--- src/include/rcdrst_pkg.sv ---
package rcdrst_pkg;
    // Clock period in picoseconds (40 MHz).
    localparam int unsigned CLK_PERIOD_PS   = 25000;
    // Longest PLL stabilization interval at the test band, in microseconds.
    localparam int unsigned STAB_TIME_US    = 15;
    // Cycles the device waits after reset release before forwarding.
    localparam int unsigned STAB_CYCLES     =
        (STAB_TIME_US * 1000000) / CLK_PERIOD_PS;
    // Power-on reset hold, microseconds, and its least cycle count.
    localparam int unsigned PWR_RESET_US    = 200;
    localparam int unsigned PWR_RESET_CYCLES =
        (PWR_RESET_US * 1000000 + CLK_PERIOD_PS - 1) / CLK_PERIOD_PS;
    // Soft reset hold, nanoseconds, and its least cycle count.
    localparam int unsigned SOFT_RESET_NS   = 100;
    localparam int unsigned SOFT_RESET_CYCLES =
        (SOFT_RESET_NS * 1000 + CLK_PERIOD_PS - 1) / CLK_PERIOD_PS;
    // Activation lead time before reset release, cycles (plain default).
    localparam int unsigned ACT_LEAD_CYCLES = 4;
    // Depth of the reset release synchroniser.
    localparam int unsigned SYNC_STAGES     = 2;
    // Highest chip-select index per select mode.
    localparam int unsigned CS_MAX_IDX_DUAL = 1;
    localparam int unsigned CS_MAX_IDX_QUAD = 3;
    localparam int unsigned CS_WIDTH        = 4;
    localparam int unsigned CKE_IN_WIDTH    = 2;
    localparam int unsigned ODT_WIDTH       = 2;
    localparam int unsigned CA_WIDTH        = 22;
    // Control register defaults restored by reset.
    localparam logic [7:0]  CTRL_DEFAULT    = 8'h00;

    typedef enum logic [2:0] {
        RCDRST_RESET   = 3'b001,
        RCDRST_STAB    = 3'b010,
        RCDRST_RUN     = 3'b100
    } rcdrst_state_e;

    typedef enum logic [3:0] {
        RCDRST_H_RESET = 4'b0001,
        RCDRST_H_LEAD  = 4'b0010,
        RCDRST_H_STAB  = 4'b0100,
        RCDRST_H_RUN   = 4'b1000
    } rcdrst_host_state_e;
endpackage

--- src/include/rcdrst_if.sv ---
`timescale 1ns/1ps
interface rcdrst_if;
    import rcdrst_pkg::*;
    logic                    reset_n;
    logic                    clk_stable;
    logic                    vref_stable;
    logic [CS_WIDTH-1:0]     chip_select_inputs;
    logic                    clock_enable_input_0;
    logic                    clock_enable_input_1;
    logic [ODT_WIDTH-1:0]    termination_control_inputs;
    logic [CA_WIDTH-1:0]     ca_in;
    logic                    side_a_mem_clock_enable_out_0;
    logic                    side_a_mem_clock_enable_out_1;
    logic                    side_b_mem_clock_enable_out_0;
    logic                    side_b_mem_clock_enable_out_1;
    logic [ODT_WIDTH-1:0]    termination_control_outputs;
    logic [ODT_WIDTH-1:0]    termination_control_outputs_oe;
    logic [CS_WIDTH-1:0]     cs_out;
    logic                    cs_out_oe;
    logic [CA_WIDTH-1:0]     ca_out;
    logic                    ca_out_oe;
    logic                    parity_error_flag_out_oe;

    modport device (
        input  reset_n, clk_stable, vref_stable, chip_select_inputs,
               clock_enable_input_0, clock_enable_input_1,
               termination_control_inputs, ca_in,
        output side_a_mem_clock_enable_out_0, side_a_mem_clock_enable_out_1,
               side_b_mem_clock_enable_out_0, side_b_mem_clock_enable_out_1,
               termination_control_outputs, termination_control_outputs_oe,
               cs_out, cs_out_oe, ca_out, ca_out_oe,
               parity_error_flag_out_oe
    );
    modport host (
        output reset_n, clk_stable, vref_stable, chip_select_inputs,
               clock_enable_input_0, clock_enable_input_1,
               termination_control_inputs, ca_in,
        input  side_a_mem_clock_enable_out_0, side_a_mem_clock_enable_out_1,
               side_b_mem_clock_enable_out_0, side_b_mem_clock_enable_out_1,
               termination_control_outputs, termination_control_outputs_oe,
               cs_out, cs_out_oe, ca_out, ca_out_oe,
               parity_error_flag_out_oe
    );
endinterface

--- src/hw/rcdrst_device.sv ---
// Overview of operation
// - Reset low disables receivers; floating inputs tolerated.
// - Reset low restores control registers to defaults.
// - Reset drives clock-enables low, floats other outputs.
// - Reset keeps low power, no input termination.
// - Host: stable vref, clock, selects high first.
// - Host: clock-enable inputs low for stabilization.
// - No forwarding until reset over and stabilized.
// - Host keeps reset at a valid level.
// - Start in reset; leave only with stable clock.
// - Reset entry asynchronous; outputs float at once.
// - Host holds reset 200 us after power.
// - Chip-select top index follows four-select strap.
// - Parity error pin released high during reset.
// - Termination outputs low, then follow inputs.
// - Host: soft reset lasts at least 100 ns.
`timescale 1ns/1ps
module rcdrst_device #(
    parameter int unsigned STAB_WAIT = rcdrst_pkg::STAB_CYCLES
) (
    input  wire logic                       clk_i,
    input  wire logic                       four_select_mode_i,
    input  wire logic [7:0]                 ctrl_wdata_i,
    input  wire logic                       ctrl_we_i,
    output logic      [7:0]                 ctrl_o,
    output logic                            ready_o,
    output logic      [1:0]                 cs_max_idx_o,
    output logic                            receivers_on_o,
    output logic                            termination_on_o,
    rcdrst_if.device                        link
);
    import rcdrst_pkg::*;

    initial begin
        if (STAB_WAIT < 1 || STAB_WAIT > 32'h00FF_FFFF) begin
            $error("rcdrst_device: STAB_WAIT out of range");
        end
    end

    logic [SYNC_STAGES-1:0] sync_reg;
    logic                   rst_sync_n;
    rcdrst_state_e          state_reg;
    rcdrst_state_e          state_next;
    logic [23:0]            cnt_reg;
    logic [23:0]            cnt_next;
    logic [7:0]             ctrl_reg;
    logic [7:0]             ctrl_next;
    logic                   quad_reg;
    logic                   quad_next;
    logic                   odt_follow_reg;
    logic                   odt_follow_next;
    logic [ODT_WIDTH-1:0]   odt_reg;
    logic [ODT_WIDTH-1:0]   odt_next;
    logic [CS_WIDTH-1:0]    cs_reg;
    logic [CS_WIDTH-1:0]    cs_next;
    logic [CA_WIDTH-1:0]    ca_reg;
    logic [CA_WIDTH-1:0]    ca_next;
    logic [3:0]             cke_reg;
    logic [3:0]             cke_next;
    logic [CS_WIDTH-1:0]    cs_mask;
    logic                   one_cs_low;
    logic                   running;

    // Release passes a shift chain; assertion clears it at once.
    always_ff @(posedge clk_i or negedge link.reset_n) begin
        if (!link.reset_n) begin
            sync_reg <= '0;
        end else begin
            sync_reg <= {sync_reg[SYNC_STAGES-2:0], 1'b1};
        end
    end
    assign rst_sync_n = sync_reg[SYNC_STAGES-1];

    assign running = (state_reg == RCDRST_RUN);

    // Only the selects that exist in the current mode take part.
    always_comb begin
        cs_mask = quad_reg ? 4'hF : 4'h3;
        cs_max_idx_o = quad_reg ? CS_MAX_IDX_QUAD[1:0]
                                : CS_MAX_IDX_DUAL[1:0];
        one_cs_low = $countones(~link.chip_select_inputs & cs_mask) == 1;
    end

    always_comb begin
        state_next      = state_reg;
        cnt_next        = cnt_reg;
        ctrl_next       = ctrl_reg;
        quad_next       = quad_reg;
        odt_follow_next = odt_follow_reg;
        odt_next        = odt_reg;
        cs_next         = cs_reg;
        ca_next         = ca_reg;
        cke_next        = cke_reg;
        unique case (state_reg)
            RCDRST_RESET: begin
                // Leaving reset needs a stable clock present.
                if (rst_sync_n && link.clk_stable) begin
                    state_next = RCDRST_STAB;
                    cnt_next   = 24'h000000;
                    quad_next  = four_select_mode_i;
                end
            end
            RCDRST_STAB: begin
                odt_follow_next = 1'b1;
                odt_next = odt_follow_reg ? link.termination_control_inputs
                                          : '0;
                if (cnt_reg == 24'(STAB_WAIT - 1)) begin
                    state_next = RCDRST_RUN;
                end else begin
                    cnt_next = cnt_reg + 24'h000001;
                end
            end
            RCDRST_RUN: begin
                odt_next = link.termination_control_inputs;
                if (ctrl_we_i) begin
                    ctrl_next = ctrl_wdata_i;
                end
                cke_next = {link.clock_enable_input_1,
                            link.clock_enable_input_0,
                            link.clock_enable_input_1,
                            link.clock_enable_input_0};
                if (one_cs_low) begin
                    cs_next = link.chip_select_inputs | ~cs_mask;
                    ca_next = link.ca_in;
                end else begin
                    cs_next = '1;
                end
            end
        endcase
    end

    // Asynchronous entry restores every register to its default.
    always_ff @(posedge clk_i or negedge link.reset_n) begin
        if (!link.reset_n) begin
            state_reg      <= RCDRST_RESET;
            cnt_reg        <= 24'h000000;
            ctrl_reg       <= CTRL_DEFAULT;
            quad_reg       <= 1'b0;
            odt_follow_reg <= 1'b0;
            odt_reg        <= '0;
            cs_reg         <= '1;
            ca_reg         <= '0;
            cke_reg        <= 4'h0;
        end else begin
            state_reg      <= state_next;
            cnt_reg        <= cnt_next;
            ctrl_reg       <= ctrl_next;
            quad_reg       <= quad_next;
            odt_follow_reg <= odt_follow_next;
            odt_reg        <= odt_next;
            cs_reg         <= cs_next;
            ca_reg         <= ca_next;
            cke_reg        <= cke_next;
        end
    end

    // Enables gate on the raw reset so outputs float without a clock.
    always_comb begin
        ctrl_o           = ctrl_reg;
        ready_o          = running;
        receivers_on_o   = link.reset_n && rst_sync_n;
        termination_on_o = link.reset_n && rst_sync_n;
        link.side_a_mem_clock_enable_out_0 =
            link.reset_n & cke_reg[0];
        link.side_a_mem_clock_enable_out_1 = link.reset_n & cke_reg[1];
        link.side_b_mem_clock_enable_out_0 = link.reset_n & cke_reg[2];
        link.side_b_mem_clock_enable_out_1 = link.reset_n & cke_reg[3];
        link.termination_control_outputs    = odt_reg;
        link.termination_control_outputs_oe =
            {ODT_WIDTH{link.reset_n && state_reg != RCDRST_RESET}};
        link.cs_out    = cs_reg;
        link.cs_out_oe = link.reset_n && state_reg != RCDRST_RESET;
        link.ca_out    = ca_reg;
        link.ca_out_oe = link.reset_n && running;
        // Open-drain error pin released: reads high through its pull-up.
        link.parity_error_flag_out_oe = 1'b0;
    end
endmodule

--- src/flat_wrapper.sv ---
// flat-port wrapper written by rule: the top's interface ports become plain ports
module rcdrst_device_flat import rcdrst_pkg::*;
#(
    parameter int unsigned STAB_WAIT = rcdrst_pkg::STAB_CYCLES
)
  (clk_i, four_select_mode_i, ctrl_wdata_i, ctrl_we_i, ctrl_o, ready_o, cs_max_idx_o, receivers_on_o, termination_on_o, link_reset_n, link_clk_stable, link_vref_stable, link_chip_select_inputs, link_clock_enable_input_0, link_clock_enable_input_1, link_termination_control_inputs, link_ca_in, link_side_a_mem_clock_enable_out_0, link_side_a_mem_clock_enable_out_1, link_side_b_mem_clock_enable_out_0, link_side_b_mem_clock_enable_out_1, link_termination_control_outputs, link_termination_control_outputs_oe, link_cs_out, link_cs_out_oe, link_ca_out, link_ca_out_oe, link_parity_error_flag_out_oe);
  rcdrst_if link_i ();
  input  wire logic clk_i;
  input  wire logic four_select_mode_i;
  input  wire logic [7:0] ctrl_wdata_i;
  input  wire logic ctrl_we_i;
  output logic      [7:0] ctrl_o;
  output logic ready_o;
  output logic      [1:0] cs_max_idx_o;
  output logic receivers_on_o;
  output logic termination_on_o;
  input wire logic [$bits(link_i.reset_n)-1:0] link_reset_n;
  input wire logic [$bits(link_i.clk_stable)-1:0] link_clk_stable;
  input wire logic [$bits(link_i.vref_stable)-1:0] link_vref_stable;
  input wire logic [$bits(link_i.chip_select_inputs)-1:0] link_chip_select_inputs;
  input wire logic [$bits(link_i.clock_enable_input_0)-1:0] link_clock_enable_input_0;
  input wire logic [$bits(link_i.clock_enable_input_1)-1:0] link_clock_enable_input_1;
  input wire logic [$bits(link_i.termination_control_inputs)-1:0] link_termination_control_inputs;
  input wire logic [$bits(link_i.ca_in)-1:0] link_ca_in;
  output wire logic [$bits(link_i.side_a_mem_clock_enable_out_0)-1:0] link_side_a_mem_clock_enable_out_0;
  output wire logic [$bits(link_i.side_a_mem_clock_enable_out_1)-1:0] link_side_a_mem_clock_enable_out_1;
  output wire logic [$bits(link_i.side_b_mem_clock_enable_out_0)-1:0] link_side_b_mem_clock_enable_out_0;
  output wire logic [$bits(link_i.side_b_mem_clock_enable_out_1)-1:0] link_side_b_mem_clock_enable_out_1;
  output wire logic [$bits(link_i.termination_control_outputs)-1:0] link_termination_control_outputs;
  output wire logic [$bits(link_i.termination_control_outputs_oe)-1:0] link_termination_control_outputs_oe;
  output wire logic [$bits(link_i.cs_out)-1:0] link_cs_out;
  output wire logic [$bits(link_i.cs_out_oe)-1:0] link_cs_out_oe;
  output wire logic [$bits(link_i.ca_out)-1:0] link_ca_out;
  output wire logic [$bits(link_i.ca_out_oe)-1:0] link_ca_out_oe;
  output wire logic [$bits(link_i.parity_error_flag_out_oe)-1:0] link_parity_error_flag_out_oe;
  assign link_i.reset_n = link_reset_n;
  assign link_i.clk_stable = link_clk_stable;
  assign link_i.vref_stable = link_vref_stable;
  assign link_i.chip_select_inputs = link_chip_select_inputs;
  assign link_i.clock_enable_input_0 = link_clock_enable_input_0;
  assign link_i.clock_enable_input_1 = link_clock_enable_input_1;
  assign link_i.termination_control_inputs = link_termination_control_inputs;
  assign link_i.ca_in = link_ca_in;
  assign link_side_a_mem_clock_enable_out_0 = link_i.side_a_mem_clock_enable_out_0;
  assign link_side_a_mem_clock_enable_out_1 = link_i.side_a_mem_clock_enable_out_1;
  assign link_side_b_mem_clock_enable_out_0 = link_i.side_b_mem_clock_enable_out_0;
  assign link_side_b_mem_clock_enable_out_1 = link_i.side_b_mem_clock_enable_out_1;
  assign link_termination_control_outputs = link_i.termination_control_outputs;
  assign link_termination_control_outputs_oe = link_i.termination_control_outputs_oe;
  assign link_cs_out = link_i.cs_out;
  assign link_cs_out_oe = link_i.cs_out_oe;
  assign link_ca_out = link_i.ca_out;
  assign link_ca_out_oe = link_i.ca_out_oe;
  assign link_parity_error_flag_out_oe = link_i.parity_error_flag_out_oe;
  rcdrst_device #(.STAB_WAIT(STAB_WAIT)) u_core (.clk_i(clk_i), .four_select_mode_i(four_select_mode_i), .ctrl_wdata_i(ctrl_wdata_i), .ctrl_we_i(ctrl_we_i), .ctrl_o(ctrl_o), .ready_o(ready_o), .cs_max_idx_o(cs_max_idx_o), .receivers_on_o(receivers_on_o), .termination_on_o(termination_on_o), .link(link_i));
endmodule
--- config.mk ---
export PLATFORM = sky130hd
export DESIGN_NAME = rcdrst_device_flat
export DESIGN_NICKNAME = d
export VERILOG_FILES = /design/src/include/rcdrst_pkg.sv /design/src/include/rcdrst_if.sv /design/src/hw/rcdrst_device.sv /design/src/flat_wrapper.sv
export SDC_FILE = /design/constraint.sdc
export NUM_CORES = 1
export LEC_CHECK = 0
export ABC_AREA = 1
export BUFFER_PORTS_ARGS = -buffer_cell sky130_fd_sc_hd__buf_2
export CAP_MARGIN = 20
export CORE_UTILIZATION = 45
export CTS_BUF_LIST = sky130_fd_sc_hd__clkbuf_4
export CTS_CLUSTER_SIZE = 12
export DETAILED_ROUTE_END_ITERATION = 7
export PLACE_DENSITY = 0.69
export SLEW_MARGIN = 20
export SYNTH_ARGS = -nofsm -noshare
export SYNTH_HDL_FRONTEND = slang
export SYNTH_SLANG_ARGS = --single-unit
export TNS_END_PERCENT = 100
--- constraint.sdc ---
create_clock -name clk_i -period 3.8 [get_ports clk_i]
set_input_delay 0.76 -clock clk_i [delete_from_list [all_inputs] [get_ports clk_i]]
set_output_delay 0.76 -clock clk_i [all_outputs]
set_load 0.005 [all_outputs]
* Word level (Yosys, flattened, before mapping)
Index checks and enable logic that the tools add are counted.
W data, S select, Z words.
** Cells by class
- Add/subtract/negate cells :: 4
- Equality and inequality tests :: 9
- Multiplexer cells :: 11
- Bitwise gates (word level) :: 8
- Reductions and logical operators :: 11
** Operators with widths (number)
- $mux W24 :: 2
- $pmux W24 S2 :: 1
- $add A32 B32 Y32 :: 1
- $eq A32 B2 Y1 const B :: 1
- $add A24 B1 Y24 const B :: 1
- $eq A24 B10 Y1 const B :: 1
- $mux W4 :: 2
- $not A4 Y4 :: 2
- $mux W3 :: 2
- $pmux W3 S2 :: 1
- $reduce_and A2 Y1 :: 3
- $reduce_and A3 Y1 :: 2
- $add A1 B1 Y2 :: 2
- $and A1 B1 Y1 :: 4
- $and A4 B4 Y4 :: 1
- $logic_and A1 B1 Y1 :: 4
- $mux W2 :: 2
- $ne A2 B1 Y1 const B :: 2
- $or A4 B4 Y4 :: 1
- $pmux W2 S2 :: 1
- $reduce_bool A2 Y1 :: 2
- $eq A3 B1 Y1 const B :: 1
- $eq A3 B2 Y1 const B :: 1
- $eq A3 B3 Y1 const B :: 1
- 2 further kinds :: 2
** Word-level totals
- Register bits :: 71
- Input bits :: 44
- Output and inout bits :: 50
- Word-level logic and storage cells :: 53

* Longest topological paths before layout
Gate-level depths: netlist of run 1.
- Depth after elaboration :: 6
- Depth in mapped cells :: 12
- Mapped depth without buffers :: 11

* Worst setup path after synthesis of run 1
Ideal clock, no wire load.
- Path kind :: input to register
- From :: in link_chip_select_inputs[2]
- To :: reg u_core.ca_reg[0], in the netlist u_core.link.ca_out[0]
- Library setup time :: 0.116 ns
- Data arrival time :: 2.473 ns
- Required time :: 3.684 ns
- Path slack :: 1.211 ns
- Cell stages on the path :: 11
- Path buffers :: 1
- Cells stage by stage :: nor2_1 -> ha_1 -> ha_1 -> fa_1 -> nor2_1 -> nand2_1 -> nor2_2 -> inv_2 -> buf_2 -> nand2_1 -> nand2_1
** Between the ends
- Word-level cells in the longest chain between the ends :: 6
** RTL lines
- start, declared :: line flat_wrapper.sv:20 : input wire logic [$bits(link_i.chip_select_inputs)-1:0] link_chip_select_inputs;
- $not A4 Y4 :: line rcdrst_device.sv:81 : one_cs_low = $countones(~link.chip_select_inputs & cs_mask) == 1;
- $and A4 B4 Y4 :: line rcdrst_device.sv:81
- $add A1 B1 Y2 (not written as such) :: line rcdrst_device.sv:81
- $add A32 B32 Y32 (not written as such) :: line rcdrst_device.sv:81
- $eq A32 B2 Y1 :: line rcdrst_device.sv:81
- $reduce_and A2 Y1 (no source line)
- end signal, assigned :: line rcdrst_device.sv:152 : ca_reg <= ca_next;
- end, declared :: line rcdrst_device.sv:56 : logic [CA_WIDTH-1:0] ca_reg;
No other way between the ends.
A chain may end at the register's enable or synchronous reset.

* Worst setup path after layout of run 1
- From :: in link_chip_select_inputs[2]
- To :: reg u_core.ca_reg[18], in the netlist u_core.link.ca_out[18]
The elaborated chain is that of the path after synthesis.

==> run_results.csv, run 1 <==
group,metric,value,unit
outcome,run_status,"finished, final reports clean",
timing,tns,0,ns
power_and_ir_drop,vdd_ir_drop_max,0.000237,V
cts,clkSlewWorstSetupHoldPaths,0.12,ns
grt,grt_max_degree,57,
route,via_count,3106,
logic_synthesis,synth_enable_flop_cells,0,
logic_synthesis,post_synth_num_cell_types,30,
route,route.antenna.remaining_nets,0,
route,vias_per_cell,4.79,
floorplanning,initial_utilization,0.474,
route,drc,0,
timing,finalClockSkew,0.00863,ns
route,wl_per_cell,11.5,microns
critical_path,worstPathBufferInverterCount,2,
worst_hold_path,hold_path_class,"input port to asynchronous set/reset pin",
cts,cts_tree,"yes",
timing,fin_crit_sh,0.662,
timing,fin_ws,1.29,ns
timing,grt_setup_unrepaired,"no",
cts,cts_buffers,9,
power_and_ir_drop,combPwrFrac,0.082,
run,max_cap_violations,0,
floorplanning,ios,94,
timing,tightest_slew_margin_relative_to_the_limit,0.543,
logic_synthesis,xor_xnor_share_of_the_synthesized_area,0,
finish,largest_reg_flops,24,
critical_path,critical_path_peak_fanout,20,
power_and_ir_drop,power.total,1.44,mW
critical_path,crit_path_top_delay_cell,"sky130_fd_sc_hd__fa_1",
cts,post_cts.repair.setup_buffers,0,
grt,grt_pass1_wl,12.9,mm
critical_path,worst_setup_path_category,"input port to register",
logic_synthesis,largest_family_of_logic_cells_by_synthesized_area,"simple AND/OR/NAND/NOR gates",
logic_synthesis,synth_top_cells_by_area,"sky130_fd_sc_hd__dfrtp_1 (46%), sky130_fd_sc_hd__nand2_1 (20%), sky130_fd_sc_hd__nand3_1 (6.0%)",
cts,h-tree-depth,3,
floorplanning,die_area,8160,sq um
logic_synthesis,synth_seq_cells,69,
logic_synthesis,average_size_of_a_mapped_cell,7.70,sq um
logic_synthesis,synth.yosys.warnings,0,
cts,clock_insertion_delay_worst_skew,0.39,ns
logic_synthesis,mux_share_of_post_synthesis_cell_area,0.0256,
timing,fmaxAchievable,398,MHz
finish,filler_cell_count,742,
logic_synthesis,synth_cells,456,
finish,n_antenna_cell,0,
logic_synthesis,async_flop_share,1.00,
cts,clkSinkCount,69,
critical_path,critical_path.endpoint_type,"register",
floorplanning,die_extent_in_y,90.4,microns
timing,actual_transition_at_the_worst_max_transition_pin,0.686,ns
floorplanning,floorplan.die.width,90.4,microns
placed_design,port_buffers,90,
logic_synthesis,synth-simple-area-share,0.372,
placed_design,dp_worst_setup_slack,0.865,ns
logic_synthesis,synth_area,3510,sq um
logic_synthesis,synthAdderAreaFrac,0.0199,
timing,setup-violations-final,0,
power_and_ir_drop,power_switching,0.344,mW
cts,cts.hold.buffers_added,0,
logic_synthesis,synth_commonest_cells,"sky130_fd_sc_hd__nand2_1 (190), sky130_fd_sc_hd__dfrtp_1 (64), sky130_fd_sc_hd__nor2_1 (49)",
timing,finalHoldViolCount,0,
grt,globalRouteOverflowTotal,0,
logic_synthesis,netlist.top_cell.by_area,"sky130_fd_sc_hd__dfrtp_1",
cts,cells_resized_by_post_cts_repair,0,
floorplanning,core,7410,sq um
critical_path,critPathRequiredTime,4.13,ns
logic_synthesis,post-synth-top-area-fraction,0.456,
cts,ctsRootBufferMaster,"sky130_fd_sc_hd__clkbuf_4",
power_and_ir_drop,powerDensity,347,nW/um^2
route,dr.first_iter.drc_count,107,
critical_path,critical_path.most_common_cell,"sky130_fd_sc_hd__nand2_1",
floorplanning,core.rowCount,31,
grt,grt_pass1_vias,2904,
power_and_ir_drop,p_leak,2.33,nW
route,detail_route.wirelength,7.46,mm
critical_path,cp_slowest_stage_delay,0.43,ns
finish,finish.net_count,594,
power_and_ir_drop,p_seq_frac,0.545,
grt,initial_antenna_violation_count,0,
power_and_ir_drop,internal_power,1.10,mW
grt,global_route.usage.total,0.194,
logic_synthesis,synthesized_area_fraction_occupied_by_ao_oa_aoi_and_oai_cells,0.0150,
logic_synthesis,synthMostInstantiatedCell,"sky130_fd_sc_hd__nand2_1",
placed_design,dp_hpwl,5.45,mm
timing,worst_hold_slack,0.266,ns
critical_path,crit_arrival,2.85,ns
timing,timing.final.max_slew_violations,0,
cts,clock_tree.buffer_depth,2,
critical_path,r2r_slack,1.32,ns
logic_synthesis,synth.yosys.seq_area_share,0.493,
logic_synthesis,top_ff_cell_synth,"sky130_fd_sc_hd__dfrtp_1",
critical_path,cp-start-kind,"input port",
critical_path,worstPathCellList,"buf_2, nor2_1, ha_1, ha_1, fa_1, nor2_1, nand2_1, nor2_2, buf_4, nand2_1, nand2_1",
critical_path,timing.critical_path.max_delay_family,"adder cells",
finish,drive_above_1_share,0.264,
finish,area_growth_syn_to_layout,18.6,%
placed_design,globalplace.congestion,0.834,
route,drt-pass1-iter-count,4,
power_and_ir_drop,pwr-share-clk,0.373,
power_and_ir_drop,sw_frac_of_total,0.238,
timing,period_minus_slack,2.51,ns
[cell usage in the layout, fill, tap and decap left out, drive strengths merged]
master | synthesis | layout
a21oi | 8 | 8
and2 | 1 | 1
buf | 14 | 93
bufinv | 0 | 2
clkbuf | 2 | 10
clkinv | 2 | 4
clkinvlp | 0 | 2
conb | 2 | 3
dfrtp | 64 | 64
dfstp | 5 | 5
fa | 1 | 1
ha | 4 | 4
inv | 36 | 36
mux2 | 8 | 8
nand2 | 193 | 193
nand3 | 43 | 43
nand4 | 4 | 4
nor2 | 54 | 54
nor2b | 1 | 1
nor3 | 3 | 3
o21ai | 1 | 1
o21bai | 1 | 1
or2 | 9 | 9
[through the flow]
step	std cells	instance area, sq um	utilization
final	649	4170	0.562
after global routing	649	4170	0.562
after CTS	649	4170	0.562
after detailed placement	633	4000	0.540
after global placement	633	4000	0.540
after floorplan	457	3520	-
[per-layer routing]
layer  global-route usage  routed length (microns)  up-vias
met5                    0                        0        -
met4               0.0632                       73        0
met3               0.0421                      390       11
met2                0.322                     3560       83
met1                0.251                     3440     1429
li1                     -                        -     1583
[logic make-up (layout without fill, tap and decap cells)]
logic type               after synthesis  after routing
other                                  2              3
buffers and inverters                 54            147
multiplexers                           8              8
flip-flops                            69             69
AND/OR/NAND/NOR                      308            308
AO/OA/AOI/OAI                         10             10
adder cells (fa/ha/maj)                5              5
[power by group through the flow]
stage | combinational (mW) | clock [mW] | sequential, mW
after detailed placement | 0.123 | 0 | 0.800
after CTS | 0.122 | 0.559 | 0.787
after global routing | 0.137 | 0.591 | 0.792
after floorplan | 0.0413 | 0 | 0.804
after global placement | 0.118 | 0 | 0.799
final | 0.118 | 0.539 | 0.787
[final timing paths]
kind / startpoint / cells past startpoint / end
worst max-delay path: link_chip_select_inputs[2] / 11 / u_core.link.ca_out[18]
worst min-delay path: link_reset_n / 1 / u_core.quad_reg
worst max register to register: u_core.quad_reg / 11 / u_core.link.ca_out[18]
worst min register to register: u_core.sync_reg[0] / 0 / u_core.sync_reg[1]
max in group asynchronous: link_reset_n / 2 / u_core.cnt_reg[22]
min in group clk_i: u_core.sync_reg[0] / 0 / u_core.sync_reg[1]
[layout make-up]
type	count	area, sq um	share of cell area
multi-input cells	334	1530	0.368
flip-flops and latches	69	1730	0.416
inverters	38	143	0.0342
repair buffers	93	473	0.114
clock inverters	6	87.6	0.0210
well taps	99	124	0.0297
clock buffers	10	75.1	0.0180
Note: power is estimated with default switching activity, not from simulation.
==> run 2, diff against run 1 <==
==> constraint.sdc (replaced) <==
create_clock -name clk_i -period 2.6 [get_ports clk_i]
set_input_delay 0.52 -clock clk_i [delete_from_list [all_inputs] [get_ports clk_i]]
set_output_delay 0.52 -clock clk_i [all_outputs]
set_load 0.005 [all_outputs]
==> run 2 against run 1 <==
Net effect:
- die area did not move
- sequential power is 46% higher
- power rose by 45%
- first-iteration DRC count rose by 46%
- combinational power grew 45%
- final area grew 0.33%
- wire length down 3.5%
- worst setup slack got worse by 0.99 ns
- global-route usage is 0.69 points lower
- core utilization up 0.19 points
- critical path depth stayed put
==> run_results.csv, run 2 (synthesis results as in run 1) <==
group,metric,value,unit
placed_design,dp_hpwl,5.24,mm
timing,fmaxAchievable,435,MHz
power_and_ir_drop,power.total,2.10,mW
grt,grt_pass1_vias,2838,
floorplanning,die_area,8160,sq um
finish,area_growth_syn_to_layout,19.0,%
timing,actual_transition_at_the_worst_max_transition_pin,0.748,ns
timing,grt_setup_unrepaired,"no",
power_and_ir_drop,powerDensity,501,nW/um^2
finish,largest_reg_flops,24,
route,met2RoutedLength,3.30,mm
power_and_ir_drop,pwr-share-clk,0.369,
power_and_ir_drop,p_seq_frac,0.549,
finish,n_antenna_cell,0,
route,dr.first_iter.drc_count,156,
route,via_count,3049,
outcome,run_status,"finished, final reports clean",
critical_path,critical_path.endpoint_type,"register",
grt,initial_antenna_violation_count,0,
run,max_cap_violations,0,
critical_path,critical_path_peak_fanout,22,
cts,clkSinkCount,69,
worst_hold_path,hold_path_class,"input port to asynchronous set/reset pin",
grt,globalRouteOverflowTotal,0,
finish,finish.net_count,595,
floorplanning,die_extent_in_y,90.4,microns
route,detail_route.wirelength,7.20,mm
cts,cells_resized_by_post_cts_repair,0,
timing,tns,0,ns
route,top_layer_used,"met4",
critical_path,worst_setup_path_category,"register to register",
finish,filler_cell_count,720,
placed_design,globalplace.congestion,0.832,
critical_path,cp-start-kind,"register",
timing,tightest_slew_margin_relative_to_the_limit,0.501,
cts,clock_tree.buffer_depth,2,
power_and_ir_drop,combPwrFrac,0.082,
finish,drive_above_1_share,0.263,
grt,grt_max_degree,61,
critical_path,crit_arrival,2.59,ns
cts,cts_tree,"yes",
finish,mostFrequentLayoutCell,"sky130_fd_sc_hd__nand2_1",
route,drt-pass1-iter-count,4,
floorplanning,core,7410,sq um
critical_path,critPathRequiredTime,2.89,ns
timing,period_minus_slack,2.30,ns
power_and_ir_drop,power_switching,0.500,mW
critical_path,rr_startpoint,"u_core.quad_reg",
timing,finalHoldViolCount,0,
power_and_ir_drop,p_leak,2.34,nW
cts,cts_buffers,9,
route,vias_per_cell,4.69,
cts,clock_insertion_delay_worst_skew,0.40,ns
critical_path,regToRegEndpoint,"u_core.link.ca_out[18]",
route,drc,0,
power_and_ir_drop,sw_frac_of_total,0.239,
timing,setup-violations-final,0,
route,dr_wl_met3,319,microns
critical_path,r2r_slack,0.30,ns
cts,post_cts.repair.setup_buffers,0,
cts,ctsRootBufferMaster,"sky130_fd_sc_hd__clkbuf_4",
timing,timing.final.max_slew_violations,0,
power_and_ir_drop,vdd_ir_drop_max,0.000319,V
route,wirelength_met1,3.49,mm
grt,grt_pass1_wl,12.5,mm
cts,h-tree-depth,3,
timing,fin_crit_sh,0.884,
finish,layout_common_cells,"sky130_fd_sc_hd__nand2_1 (190), sky130_fd_sc_hd__buf_2 (90), sky130_fd_sc_hd__dfrtp_1 (64), sky130_fd_sc_hd__nor2_1 (49), sky130_fd_sc_hd__nand3_1 (42)",
floorplanning,ios,94,
floorplanning,initial_utilization,0.474,
cts,cts.hold.buffers_added,0,
placed_design,port_buffers,90,
floorplanning,floorplan.die.width,90.4,microns
timing,finalClockSkew,0.0140,ns
cts,clkSlewWorstSetupHoldPaths,0.12,ns
route,route.antenna.remaining_nets,0,
critical_path,rr_worst_depth,11,
power_and_ir_drop,internal_power,1.59,mW
route,wl_per_cell,11.1,microns
grt,global_route.usage.total,0.187,
floorplanning,core.rowCount,31,
-- run 2: metrics by stage --
step           hold slack (ns)  setup slack, ns  cells  instance area [sq um]   util
2_1_floorplan            0.224            0.251    457                   3520      -
3_3_place_gp             0.336            0.114    634                   4020  0.543
3_5_place_dp             0.342           0.0672    634                   4020  0.543
4_1_cts                 0.0661            0.269    650                   4180  0.564
5_1_grt                 0.0775            0.123    650                   4180  0.564
6_report                0.0811            0.300    650                   4180  0.564
-- run 2: layout make-up --
class	instances	area (sq um)	area share
Sequential cell	69	1730	0.415
Multi-Input combinational cell	334	1530	0.366
Timing Repair Buffer	94	493	0.118
Inverter	38	143	0.0341
Tap cell	99	124	0.0296
Clock inverter	7	88.8	0.0213
Clock buffer	9	67.6	0.0162
-- run 2: layer usage --
layer  track usage  up-vias
li1              -     1583
met1         0.249     1391
met2         0.305       67
met3        0.0362        8
met4        0.0645        0
met5             0        -
-- run 2: power by group through the flow --
stage	logic (mW)	clock network [mW]	registers [mW]
CTS	0.177	0.798	1.15
global placement	0.174	0	1.17
detailed placement	0.178	0	1.17
floorplan	0.0604	0	1.17
finish	0.171	0.774	1.15
global route	0.199	0.842	1.16
-- run 2: how the worst max path moves through the flow --
stage / slack, ns / cells after the start / from / end
global placement: 0.11 / 11 / link_chip_select_inputs[2] / u_core.link.ca_out[11]
global route: 0.12 / 11 / u_core.quad_reg / u_core.link.ca_out[17]
CTS: 0.27 / 11 / u_core.quad_reg / u_core.link.ca_out[18]
finish: 0.30 / 11 / u_core.quad_reg / u_core.link.ca_out[18]
detailed placement: 0.07 / 11 / link_chip_select_inputs[3] / u_core.link.ca_out[18]
floorplan: 0.25 / 11 / link_chip_select_inputs[2] / u_core.link.ca_out[0]
-- run 2: worst max-delay path: stages, from the launching register on --
cell and delay, ns:
sky130_fd_sc_hd__dfrtp_1 0.39, sky130_fd_sc_hd__inv_1 0.09, sky130_fd_sc_hd__nor2_1 0.06, sky130_fd_sc_hd__ha_1 0.29, sky130_fd_sc_hd__ha_1 0.21, sky130_fd_sc_hd__fa_1 0.43, sky130_fd_sc_hd__nor2_1 0.11, sky130_fd_sc_hd__nand2_1 0.06
sky130_fd_sc_hd__nor2_2 0.19, sky130_fd_sc_hd__inv_2 0.19, sky130_fd_sc_hd__nand2_1 0.10, sky130_fd_sc_hd__nand2_1 0.05
==> run 3, diff against run 2 <==
--- a/config.mk
+++ b/config.mk
@@ -13,6 +13,7 @@
 export CTS_CLUSTER_SIZE = 12
 export DETAILED_ROUTE_END_ITERATION = 7
 export PLACE_DENSITY = 0.69
+export RECOVER_POWER = 50
 export SLEW_MARGIN = 20
 export SYNTH_ARGS = -nofsm -noshare
 export SYNTH_HDL_FRONTEND = slang
==> run 3 against run 2 <==
Net effect:
- critical path depth decreased by 7
- die area unchanged
- register-to-register slack about the same
- power down 0.28%
- flip-flop and latch count stayed put
- sequential power about the same
- global-route usage unchanged
- highest routed layer unchanged
- hold slack improved by 0.23 ns
- final area is 0.36% lower
==> run_results.csv, run 3 (synthesis results as in run 1) <==
group,metric,value,unit
grt,initial_antenna_violation_count,0,
timing,grt_setup_unrepaired,"no",
floorplanning,die_area,8160,sq um
finish,seqCellArea,1730,sq um
finish,layout_common_cells,"sky130_fd_sc_hd__nand2_1 (190), sky130_fd_sc_hd__buf_2 (85), sky130_fd_sc_hd__dfrtp_1 (64), sky130_fd_sc_hd__nor2_1 (49), sky130_fd_sc_hd__nand3_1 (43)",
cts,clkSlewWorstSetupHoldPaths,0.12,ns
route,detail_route.wirelength,7.21,mm
power_and_ir_drop,p_leak,2.32,nW
critical_path,crit_arrival,1.84,ns
cts,cts.hold.buffers_added,0,
placed_design,port_buffers,90,
route,via_count,3044,
placed_design,dp.cells,634,
finish,multiInputGateArea,1530,sq um
critical_path,cp-start-kind,"register",
timing,timing.final.max_slew_violations,0,
timing,finalClockSkew,0.0126,ns
grt,grt_pass1_vias,2838,
cts,cells_resized_by_post_cts_repair,0,
critical_path,critical_path.endpoint_type,"primary output",
critical_path,worstPathBufferInverterCount,3,
timing,worst_hold_slack,0.310,ns
critical_path,timing.critical_path.max_delay_family,"buffers and inverters",
placed_design,dpl-instance-area,4020,sq um
route,route.antenna.remaining_nets,0,
power_and_ir_drop,powerDensity,502,nW/um^2
route,wl_per_cell,11.1,microns
critical_path,critical_path_peak_fanout,8,
floorplanning,floorplan.die.width,90.4,microns
finish,largest_reg_flops,24,
floorplanning,ios,94,
placed_design,dp_hpwl,5.24,mm
critical_path,worstPathCellList,"inv_1, nand3_1, clkinv_1, buf_2",
cts,cts_tree,"yes",
critical_path,cp_slowest_stage_delay,0.58,ns
finish,area_growth_syn_to_layout,18.6,%
critical_path,worst_setup_path_category,"register to primary output",
route,dr.first_iter.drc_count,150,
timing,setup-violations-final,0,
cts,post_cts.repair.setup_buffers,0,
finish,finish.net_count,595,
critical_path,crit_path_top_delay_cell,"sky130_fd_sc_hd__dfstp_1",
timing,fin_crit_sh,0.906,
grt,global_route.usage.total,0.187,
finish,design_area,4170,sq um
floorplanning,die_extent_in_y,90.4,microns
cts,clock_tree.buffer_depth,2,
critical_path,rr_worst_depth,11,
cts,h-tree-depth,3,
finish,finalNonFillerCells,650,
run,max_cap_violations,0,
grt,grt_max_degree,61,
timing,actual_transition_at_the_worst_max_transition_pin,0.740,ns
cts,clock_insertion_delay_worst_skew,0.40,ns
outcome,run_status,"finished, final reports clean",
finish,mostFrequentLayoutCell,"sky130_fd_sc_hd__nand2_1",
timing,fmaxAchievable,424,MHz
route,vias_per_cell,4.68,
timing,tightest_slew_margin_relative_to_the_limit,0.507,
cts,clkSinkCount,69,
cts,ctsRootBufferMaster,"sky130_fd_sc_hd__clkbuf_4",
critical_path,critPathRequiredTime,2.08,ns
finish,n_antenna_cell,0,
critical_path,r2r_slack,0.29,ns
route,drt-pass1-iter-count,4,
floorplanning,core.rowCount,31,
route,drc,0,
finish,filler_cell_count,726,
timing,tns,0,ns
critical_path,rr_startpoint,"u_core.quad_reg",
cts,cts_buffers,9,
grt,globalRouteOverflowTotal,0,
finish,drive_above_1_share,0.249,
timing,finalHoldViolCount,0,
floorplanning,core,7410,sq um
floorplanning,initial_utilization,0.474,
worst_hold_path,hold_path_class,"input port to asynchronous set/reset pin",
power_and_ir_drop,vdd_ir_drop_max,0.000317,V
critical_path,regToRegEndpoint,"u_core.link.ca_out[18]",
timing,period_minus_slack,2.36,ns
grt,grt_pass1_wl,12.5,mm
placed_design,globalplace.congestion,0.832,
-- run 3: cell count changes in the layout (fill, tap and decap cells not counted), sizes merged --
| cell | change |
|---|---|
| buf | -6 |
| clkbuf | +6 |
-- run 3: worst reg2reg max path: cells and delay by family (launching register included) --
kind          cells  cell delay (ns)
fa+ha+maj         3             0.93
buf+inv           2             0.29
simple gates      6             0.58
flops             1             0.39
-- run 3: how the worst max path moves through the flow --
stage	endpoint	startpoint	slack (ns)	depth (start not counted)
finish	ready_o	u_core.state_reg[0]	0.24	4
CTS	u_core.link.ca_out[18]	u_core.quad_reg	0.27	11
floorplan	u_core.link.ca_out[0]	link_chip_select_inputs[2]	0.25	11
detailed placement	u_core.link.ca_out[18]	link_chip_select_inputs[3]	0.07	11
global placement	u_core.link.ca_out[11]	link_chip_select_inputs[2]	0.11	11
global route	ready_o	u_core.state_reg[0]	0.06	4
-- run 3: cell type report --
cell class                 instances  area share
clock buffer                       9      0.0162
clock inverter                     7      0.0213
inverter                          38      0.0342
multi-input combinational        334       0.366
sequential                        69       0.416
tap                               99      0.0297
timing repair buffer              94       0.116
-- run 3: power by group --
group	internal, mW	switching [mW]
Combinational	0.0815	0.0874
Sequential	1.13	0.0243
Clock	0.386	0.385
Total	1.59	0.497
-- run 3: routing by layer --
layer / global-route usage / share of wire / vias to the layer above
li1: - / - / 1583
met1: 0.249 / 0.49 / 1383
met2: 0.305 / 0.45 / 70
met3: 0.0362 / 0.044 / 8
met4: 0.0645 / 0.013 / 0
met5: 0 / 0 / -
-- run 3: through the flow --
| step | setup slack (ns) | utilization | power, mW |
|---|---|---|---|
| 2_1_floorplan | 0.251 | - | 1.24 |
| 3_3_place_gp | 0.114 | 0.543 | 1.34 |
| 3_5_place_dp | 0.0672 | 0.543 | 1.35 |
| 4_1_cts | 0.269 | 0.564 | 2.13 |
| 5_1_grt | 0.0639 | 0.562 | 2.19 |
| 6_report | 0.244 | 0.562 | 2.09 |
